## src/core/afe_slot_ctrl_consts.vh

```
// Constants for the per-slot front-end control block
`ifndef AFE_SLOT_CTRL_CONSTS_VH
`define AFE_SLOT_CTRL_CONSTS_VH

// ==========================================================
// Clock and timing
`define CLK_PERIOD_NS 8
`define CYC_PER_US (1000 / `CLK_PERIOD_NS)
`define PRE_WIDTH_US 8
`define PRE_WIDTH_RST 8'h08

// ==========================================================
// Slots and sampling modes
`define NUM_SLOTS 12
`define MODE_STD 2'h0
`define MODE_DINT 2'h1
`define MODE_IMP 2'h2
`define MODE_TADC 2'h3

// ==========================================================
// LED driver sides and currents (tenths of a mA)
`define SIDE_A 2'h1
`define SIDE_B 2'h2
`define LED_MIN_TENTHS 13'h00f
`define LED_STEP_NUM 13'h03f
`define LED_LIMIT_TENTHS 13'hfa0

// ==========================================================
// Input bias selection codes
`define BIAS_IDLE 4'h8
`define BIAS_OFF 4'hf
`define PRE_PAIR_SHORT 3'h6

`endif

```

## src/core/afe_slot_ctrl.v

```verilog
// Slot control: input routing, bias, LED limiter and accumulators
`timescale 1ns/1ps
`include "afe_slot_ctrl_consts.vh"

// Function
// - Each pair's differential select applies in every active slot.
// - Per slot route field enables a pair and picks its channel mapping.
// - Inputs not enabled sit in the pair's idle bias state.
// - Inputs are active only in precondition and pulse regions.
// - Per slot precondition picks one of seven bias options.
// - Precondition opens each slot; width per slot, default 8 us.
// - Bias connections drop off during sampling of enabled inputs.
// - Channel two off after reset; powered down, no conversions.
// - Integration and impulse modes never use channel two.
// - Per slot bit runs channel two conversions and datapath.
// - Channel one results are issued before channel two results.
// - Channel two front-end settings held apart from channel one.
// - Up to four drivers per slot, only one side of each.
// - Seven-bit monotonic current code, 1.5 mA to 200 mA.
// - Current code zero disables the driver in that slot.
// - Above 400 mA, drivers one to four take current in order.
// - Both driver sides are configurable, even the unpinned one.
// - Positive and negative sums are 32-bit saturating unsigned.
// - Samples go by negate mask, or lit and dark region.
// - Impulse mode sums in the positive sum, passed straight out.
// - Signal is positive minus negative, clipped at zero.
// - Both pairs have identical per slot routing logic.
module afe_slot_ctrl (
    // Clock and reset
    input wire clk_i,
    input wire resetn_i,
    // Slot sequencer
    input wire slot_start_i,
    input wire [3:0] slot_idx_i,
    input wire slot_end_i,
    input wire device_sleep_i,
    input wire pulse_region_i,
    input wire [3:0] pulse_num_i,
    input wire lit_region_i,
    input wire [1:0] mode_i,
    // Converter samples
    input wire adc_valid_i,
    input wire adc_ch2_i,
    input wire [13:0] adc_data_i,
    // Input pair configuration
    input wire first_pair_diff_select_i,
    input wire second_pair_diff_select_i,
    input wire [23:0] first_pair_slot_route_i,
    input wire [23:0] second_pair_slot_route_i,
    input wire [1:0] first_pair_idle_state_i,
    input wire [1:0] second_pair_idle_state_i,
    input wire [35:0] slot_precharge_select_i,
    // Precondition width write
    input wire pre_width_we_i,
    input wire [3:0] pre_width_slot_i,
    input wire [7:0] pre_width_us_i,
    // Channel settings
    input wire [11:0] slot_second_channel_on_i,
    input wire [6:0] ch1_afe_cfg_i,
    input wire [6:0] ch2_afe_cfg_i,
    // LED configuration
    input wire [23:0] slot_driver_a_side_i,
    input wire [23:0] slot_driver_b_side_i,
    input wire [23:0] slot_driver_c_side_i,
    input wire [23:0] slot_driver_d_side_i,
    input wire [83:0] slot_driver_a_current_i,
    input wire [83:0] slot_driver_b_current_i,
    input wire [83:0] slot_driver_c_current_i,
    input wire [83:0] slot_driver_d_current_i,
    input wire [191:0] pulse_negate_mask_i,
    // Input switch control
    output reg [2:0] first_pair_conn_o,
    output reg [2:0] second_pair_conn_o,
    output reg [3:0] first_pair_bias_o,
    output reg [3:0] second_pair_bias_o,
    output wire precon_active_o,
    // Channel control
    output reg [6:0] ch1_afe_cfg_o,
    output reg [6:0] ch2_afe_cfg_o,
    output reg ch2_power_o,
    // LED sinks
    output reg sink_output_one_o,
    output reg sink_output_two_o,
    output reg sink_output_three_o,
    output reg sink_output_four_o,
    output reg [3:0] sink_side_b_o,
    output reg [27:0] drive_code_o,
    // Slot results
    output reg result_valid_o,
    output reg result_ch2_o,
    output reg [3:0] result_slot_o,
    output reg [31:0] result_signal_o,
    output reg [31:0] result_dark_o
);

    // ==========================================================
    // Helper functions
    // Current in tenths of a mA for a drive code
    function [12:0] cur_of;
        input [6:0] c;
        begin
            if (c == 7'h00) begin
                cur_of = 13'h000;
            end else begin
                cur_of = `LED_MIN_TENTHS +
                    ((({6'h00, c} - 13'h001) * `LED_STEP_NUM) >> 2);
            end
        end
    endfunction

    // Largest code whose current fits in a remaining budget
    function [6:0] code_of;
        input [12:0] r;
        reg [14:0] t;
        begin
            t = (({2'h0, r} - {2'h0, `LED_MIN_TENTHS}) << 2) + 15'h0003;
            t = (t / 15'h003f) + 15'h0001;
            if (r < `LED_MIN_TENTHS) begin
                code_of = 7'h00;
            end else begin
                code_of = t[6:0];
            end
        end
    endfunction

    // Saturating add of one sample to a sum
    function [31:0] sat_add;
        input [31:0] a;
        input [13:0] b;
        reg [32:0] s;
        begin
            s = {1'b0, a} + {19'h00000, b};
            sat_add = s[32] ? 32'hffffffff : s[31:0];
        end
    endfunction

    // ==========================================================
    // Latched slot state
    reg in_slot;
    reg [3:0] slot;
    reg [1:0] mode;
    reg ch2_on;
    reg [1:0] route [0:1];
    reg [2:0] pre_sel;
    reg [15:0] neg_mask;
    reg [6:0] grant [0:3];
    reg [1:0] side [0:3];
    reg [7:0] pre_width [0:11];
    reg [7:0] us_left;
    reg [6:0] cyc;
    reg [31:0] pos1, neg1, pos2, neg2;
    reg pend2;
    integer i, j;

    wire [95:0] side_all = {slot_driver_d_side_i, slot_driver_c_side_i,
        slot_driver_b_side_i, slot_driver_a_side_i};
    wire [335:0] cur_all = {slot_driver_d_current_i,
        slot_driver_c_current_i, slot_driver_b_current_i,
        slot_driver_a_current_i};
    wire [47:0] route_all = {second_pair_slot_route_i,
        first_pair_slot_route_i};
    wire [3:0] idle_all = {second_pair_idle_state_i,
        first_pair_idle_state_i};
    wire [1:0] diff_all = {second_pair_diff_select_i,
        first_pair_diff_select_i};

    // ==========================================================
    // Current limiter on the slot being started
    reg [6:0] next_grant [0:3];
    reg [1:0] next_side [0:3];
    reg [12:0] rem;
    reg [12:0] need;
    reg [6:0] req;
    always @* begin
        rem = `LED_LIMIT_TENTHS;
        for (j = 0; j < 4; j = j + 1) begin
            next_side[j] = side_all[j*24 + slot_idx_i*2 +: 2];
            req = cur_all[j*84 + slot_idx_i*7 +: 7];
            // Both sides at once is refused: driver stays off
            if (next_side[j] != `SIDE_A && next_side[j] != `SIDE_B) begin
                req = 7'h00;
            end
            need = cur_of(req);
            if (need <= rem) begin
                next_grant[j] = req;
            end else begin
                next_grant[j] = code_of(rem);
            end
            rem = rem - cur_of(next_grant[j]);
        end
    end

    // ==========================================================
    // Slot latch and precondition timer
    assign precon_active_o = in_slot && (us_left != 8'h00);

    always @(posedge clk_i or negedge resetn_i) begin
        if (!resetn_i) begin
            in_slot <= 1'b0;
            slot <= 4'h0;
            mode <= `MODE_STD;
            ch2_on <= 1'b0;
            route[0] <= 2'h0;
            route[1] <= 2'h0;
            pre_sel <= 3'h0;
            neg_mask <= 16'h0000;
            us_left <= 8'h00;
            cyc <= 7'h00;
            for (i = 0; i < 4; i = i + 1) begin
                grant[i] <= 7'h00;
                side[i] <= 2'h0;
            end
            for (i = 0; i < `NUM_SLOTS; i = i + 1) begin
                pre_width[i] <= `PRE_WIDTH_RST;
            end
        end else begin
            if (pre_width_we_i && pre_width_slot_i < `NUM_SLOTS) begin
                pre_width[pre_width_slot_i] <= pre_width_us_i;
            end
            if (slot_start_i && slot_idx_i < `NUM_SLOTS) begin
                in_slot <= 1'b1;
                slot <= slot_idx_i;
                mode <= mode_i;
                ch2_on <= slot_second_channel_on_i[slot_idx_i];
                route[0] <= route_all[slot_idx_i*2 +: 2];
                route[1] <= route_all[24 + slot_idx_i*2 +: 2];
                pre_sel <= slot_precharge_select_i[slot_idx_i*3 +: 3];
                neg_mask <= pulse_negate_mask_i[slot_idx_i*16 +: 16];
                us_left <= pre_width[slot_idx_i];
                cyc <= 7'h00;
                for (i = 0; i < 4; i = i + 1) begin
                    grant[i] <= next_grant[i];
                    side[i] <= next_side[i];
                end
            end else begin
                if (slot_end_i) begin
                    in_slot <= 1'b0;
                end
                if (us_left != 8'h00) begin
                    if (cyc == `CYC_PER_US - 1) begin
                        cyc <= 7'h00;
                        us_left <= us_left - 8'h01;
                    end else begin
                        cyc <= cyc + 7'h01;
                    end
                end
            end
        end
    end

    // ==========================================================
    // Input switch matrices, one per pair
    genvar p;
    generate
        for (p = 0; p < 2; p = p + 1) begin : g_pair
            wire en = in_slot && (route[p] != 2'h0);
            wire act = en && !device_sleep_i &&
                (precon_active_o || pulse_region_i);
            reg [2:0] conn;
            reg [3:0] bias;
            always @* begin
                if (act) begin
                    conn = {diff_all[p], route[p]};
                end else begin
                    conn = 3'h0;
                end
                if (!act) begin
                    bias = `BIAS_IDLE | {2'h0, idle_all[p*2 +: 2]};
                end else if (precon_active_o) begin
                    bias = (pre_sel > `PRE_PAIR_SHORT) ? 4'h0 :
                        {1'b0, pre_sel};
                end else begin
                    bias = `BIAS_OFF;
                end
            end
        end
    endgenerate

    // Register the switch controls
    always @(posedge clk_i or negedge resetn_i) begin
        if (!resetn_i) begin
            first_pair_conn_o <= 3'h0;
            second_pair_conn_o <= 3'h0;
            first_pair_bias_o <= `BIAS_IDLE;
            second_pair_bias_o <= `BIAS_IDLE;
        end else begin
            first_pair_conn_o <= g_pair[0].conn;
            second_pair_conn_o <= g_pair[1].conn;
            first_pair_bias_o <= g_pair[0].bias;
            second_pair_bias_o <= g_pair[1].bias;
        end
    end

    // ==========================================================
    // Channel two gating and LED sink drive
    wire ch2_act = in_slot && ch2_on &&
        (mode == `MODE_STD || mode == `MODE_TADC);
    wire fire = in_slot && pulse_region_i && !device_sleep_i;

    always @(posedge clk_i or negedge resetn_i) begin
        if (!resetn_i) begin
            ch1_afe_cfg_o <= 7'h00;
            ch2_afe_cfg_o <= 7'h00;
            ch2_power_o <= 1'b0;
            sink_output_one_o <= 1'b0;
            sink_output_two_o <= 1'b0;
            sink_output_three_o <= 1'b0;
            sink_output_four_o <= 1'b0;
            sink_side_b_o <= 4'h0;
            drive_code_o <= 28'h0000000;
        end else begin
            ch1_afe_cfg_o <= ch1_afe_cfg_i;
            ch2_afe_cfg_o <= ch2_act ? ch2_afe_cfg_i : 7'h00;
            ch2_power_o <= ch2_act;
            sink_output_one_o <= fire && side[0] == `SIDE_A &&
                grant[0] != 7'h00;
            sink_output_two_o <= fire && side[1] == `SIDE_A &&
                grant[1] != 7'h00;
            sink_output_three_o <= fire && side[2] == `SIDE_A &&
                grant[2] != 7'h00;
            sink_output_four_o <= fire && side[3] == `SIDE_A &&
                grant[3] != 7'h00;
            for (i = 0; i < 4; i = i + 1) begin
                sink_side_b_o[i] <= fire && side[i] == `SIDE_B &&
                    grant[i] != 7'h00;
            end
            drive_code_o <= {grant[3], grant[2], grant[1], grant[0]};
        end
    end

    // ==========================================================
    // Accumulators and result issue
    wire to_neg = (mode == `MODE_DINT) ? !lit_region_i :
        (mode == `MODE_IMP) ? 1'b0 : neg_mask[pulse_num_i];
    wire take1 = in_slot && adc_valid_i && !adc_ch2_i;
    wire take2 = in_slot && adc_valid_i && adc_ch2_i && ch2_act;
    wire [31:0] sig1 = (mode == `MODE_IMP) ? pos1 :
        (pos1 > neg1 ? pos1 - neg1 : 32'h00000000);
    wire [31:0] sig2 = pos2 > neg2 ? pos2 - neg2 : 32'h00000000;

    always @(posedge clk_i or negedge resetn_i) begin
        if (!resetn_i) begin
            pos1 <= 32'h00000000;
            neg1 <= 32'h00000000;
            pos2 <= 32'h00000000;
            neg2 <= 32'h00000000;
            pend2 <= 1'b0;
            result_valid_o <= 1'b0;
            result_ch2_o <= 1'b0;
            result_slot_o <= 4'h0;
            result_signal_o <= 32'h00000000;
            result_dark_o <= 32'h00000000;
        end else begin
            result_valid_o <= 1'b0;
            if (slot_start_i) begin
                pos1 <= 32'h00000000;
                neg1 <= 32'h00000000;
                pos2 <= 32'h00000000;
                neg2 <= 32'h00000000;
            end else begin
                if (take1 && !to_neg) pos1 <= sat_add(pos1, adc_data_i);
                if (take1 && to_neg) neg1 <= sat_add(neg1, adc_data_i);
                if (take2 && !to_neg) pos2 <= sat_add(pos2, adc_data_i);
                if (take2 && to_neg) neg2 <= sat_add(neg2, adc_data_i);
            end
            // Channel one first, channel two on the following cycle
            if (in_slot && slot_end_i) begin
                result_valid_o <= 1'b1;
                result_ch2_o <= 1'b0;
                result_slot_o <= slot;
                result_signal_o <= sig1;
                result_dark_o <= (mode == `MODE_IMP) ? 32'h0 : neg1;
                pend2 <= ch2_act;
            end else if (pend2) begin
                pend2 <= 1'b0;
                result_valid_o <= 1'b1;
                result_ch2_o <= 1'b1;
                result_signal_o <= sig2;
                result_dark_o <= neg2;
            end
        end
    end

endmodule // afe_slot_ctrl

```

## config.mk

```make
export PLATFORM = sky130hd
export DESIGN_NAME = afe_slot_ctrl
export DESIGN_NICKNAME = d
export VERILOG_FILES = /design/src/core/afe_slot_ctrl.v
export VERILOG_INCLUDE_DIRS = /design/src /design/src/core
export SDC_FILE = /design/constraint.sdc
export NUM_CORES = 2
export LEC_CHECK = 0
export BUFFER_PORTS_ARGS = -buffer_cell sky130_fd_sc_hd__buf_2
export CAP_MARGIN = 40
export CORE_AREA = 5 5 357 359
export CTS_CLUSTER_DIAMETER = 50
export DETAILED_ROUTE_END_ITERATION = 10
export DIE_AREA = 0 0 362 364
export GPL_ROUTABILITY_DRIVEN = 0
export GPL_TIMING_DRIVEN = 0
export PLACE_DENSITY = 0.66
export SYNTH_ARGS = -nofsm -noshare
export SYNTH_HDL_FRONTEND = slang
export SYNTH_SLANG_ARGS = --single-unit
```

## constraint.sdc

```tcl
create_clock -name clk_i -period 12.05 [get_ports clk_i]
set_input_delay 1.205 -clock clk_i [delete_from_list [all_inputs] [get_ports clk_i]]
set_output_delay 1.205 -clock clk_i [all_outputs]
set_load 0.02 [all_outputs]
```

==> run metrics <==
Clock Skews roughly 0.044 ns; failing checks negative setup slack; CP Data Arrival Time 43.45 ns; core box area about 120000 sq um; Mapped Cells between 5000 and 6000; die extent in y between 300 and 400 microns; most numerous cell in the Yosys netlist inv_1; Post-synth EDFFs 0; largest net degree at the start of global routing between 100 and 150; synth cell count leaders inv_1, nand2_1, o21ai_0; synthesis warning total 0; Clk pin slew, worst setup/hold paths ~0.05 ns; Filler cells between 10000 and 15000; port bufs 918; Rel. slew slack roughly a third; smallest hold slack approximately 0.4 ns; Syn Area/Cell around 8.7 sq um; minimum clock period 42.96 ns; sequential cell area approximately 11000 sq um; Hold Path Depth 0; DRC 0; maxcap violations 0; final hold viol count 0; Crit Path Max Fanout 7; Setup WS post-layout -30.91 ns; hold-fix buffer count after cts 0; post-synth top area share about 21%; clock sinks ~440; Layout Area Growth over Synthesis 35.0%; initial antenna violation count 37; Final setup viols 21; WP data required around 13 ns; Post-Syn Nets roughly 7200; Tightest Hold Check Type reg -> reg; cell taking the most area after synthesis dfrtp_1; DP Wirelength ~180 mm; Worst Tran Pin Value slightly below 1 ns; worst hold path endpoint drive_code_o[7]$_DFF_PN0_; endpoint class of the critical path flop; number of buffers created by CTS 74; Reg2Reg Setup Slack roughly 4.4 ns; critical path's largest stage delay slightly above 0.6 ns; Synth area leaders dfrtp_1, mux4_2, ha_1; via count around 56000; cell row count roughly 130; TritonCTS clock tree done; Max Clk Rate around 23 MHz; GR Util All Layers 32.8%; grt total ovfl 0; hold path startpoint grant[14]$_DFFE_PN0P_; ys async rst share 100%; die area 132000 sq um; R2R depth 36; Tcrit/Tclk final 356%; Avg WL per Cell approximately 25 microns; Initial Utilization a little over two fifths; RSZ-0062 raised after global routing true; # IOs around 920; most used cell along the critical path ha_4; status finished with violations; global-route wire length before repair between 300 and 400 mm; Pre-Repair DR Iteration Count 8; WS Path Type in -> reg; Worst R2R End result_signal_o[31]$_DFFE_PN0P_; clock root buffer clkbuf_16; drt total wl roughly 230 mm; FF+latch count, synth about 440; area of the multi-input gates around 42000 sq um; Starting DRT DRC Count about 5800; DIE WIDTH 362 microns; Critical R2R Launch neg1[1]$_DFFE_PN0P_; Setup crit start kind primary input; ratio of cells with drive above 1 in the final layout 34.6%; Clk Latency, worst-skew pair roughly 0.65 ns; Max Slew Vio Count 0; Primary FF master, synth dfrtp_1; post-synth cell types between 100 and 150; H-tree levels 3; post-DR vias/cell slightly above 6; Worst path slowest cell mux4_2; nets approximately 8700; vias in the first global route 54014; synthesized cell area about 52000 sq um; CTS max path bufs 3; Post-DRT Antenna Nets 0; post-synthesis sequential area ratio 21.4%
## worst max-delay path by stage
stage / start / endpoint / slack [ns] / depth (start not counted)
global route: slot_idx_i[1] / grant[6]$_DFFE_PN0P_ / -32.29 / 211
global placement: slot_idx_i[0] / grant[6]$_DFFE_PN0P_ / -36.62 / 193
finish: slot_idx_i[1] / grant[4]$_DFFE_PN0P_ / -30.91 / 204
floorplan: slot_idx_i[1] / grant[6]$_DFFE_PN0P_ / -29.44 / 203
CTS: slot_idx_i[1] / grant[4]$_DFFE_PN0P_ / -30.43 / 207
detailed placement: slot_idx_i[0] / grant[6]$_DFFE_PN0P_ / -37.26 / 194
## metal layers
layer	vias up	share of wire (%)	GRT usage, %
met2	3181	43	49.8
met5	-	0.16	2.14
li1	24616	-	-
met1	27398	39	41.9
met4	26	5.6	14.8
met3	695	12	11.9
## area by class of cell
type	instances	share of cell area [%]
sequential	442	15.8
inverter	537	2.92
timing repair buffer	1387	12.3
buffer	235	2.25
clock buffer	87	2.82
clock inverter	50	0.933
tap	1637	2.93
antenna	16	0.0572
multi-input combinational	4709	60.0
## worst max-delay path: cells and delay by family
family	cells	cell delay [ns]
compound gates	65	14.49
xor+xnor	10	1.71
mux	8	2.80
simple gates	45	8.51
fa+ha+maj	28	9.38
buf+inv	48	5.14
## cell usage in the layout, fill, tap and decap left out, drive strengths merged, types with 79 or more instances in the layout
cell    instances
mux4          233
ha            355
and2           81
nand3         128
nor2          430
nand2         499
nor3          139
mux2          123
inv           549
a21o           93
dfrtp         428
fa            147
xnor2         265
a21oi         342
clkbuf        249
mux2i         121
xor2          124
o21ai         450
buf          1458
a22oi          79
## through the flow
stage          setup slack (ns)  std cells  TNS (ns)  utilization, %  area [sq um]
6_report                 -30.91       9100   -358.29            56.7         70000
5_1_grt                  -32.29       9091   -377.71            56.7         70000
4_1_cts                  -30.43       8933   -350.08            54.6         67400
3_5_place_dp             -37.26       8535   -459.21            49.1         60600
3_3_place_gp             -36.62       8489   -450.41            48.6         60000
2_1_floorplan            -29.44       5934   -340.48               -         53400
## registers in the layout, summed over array words and instances, names as in the netlist, 4 cells and up
name / cells
pos2: 32
us_left: 8
second_pair_bias_o: 4
result_dark_o: 32
first_pair_bias_o: 4
neg2: 32
cyc: 7
drive_code_o: 28
slot: 4
result_slot_o: 4
pos1: 32
grant: 28
ch1_afe_cfg_o: 7
neg_mask: 16
sink_side_b_o: 4
neg1: 32
ch2_afe_cfg_o: 7
result_signal_o: 32
route: 4
side: 8
pre_width: 96
## kinds of logic (layout without fill, tap and decap cells)
logic type / count (synthesis) / in the layout / share of synthesized area (%)
AO/OA/AOI/OAI: 1568 / 1571 / 19.9
buffers and inverters: 786 / 2296 / 5.86
adder cells (fa/ha/maj): 503 / 503 / 14.3
flip-flops: 442 / 442 / 21.4
AND/OR/NAND/NOR: 1767 / 1767 / 16.7
multiplexers: 477 / 477 / 15.2
other: 0 / 16 / 0
XOR/XNOR: 391 / 391 / 6.69
## repair_timing
item | in CTS | in global routing
gates cloned | 2 | 1
setup endpoints to repair | 21 | 21
setup buffers | 267 | 158
gates resized for setup | 388 | 288
pin swaps | 198 | 206
Power is left out: the tool's default activity adds up to more than one toggle a clock period on the data nets, which glitch-free logic cannot reach.
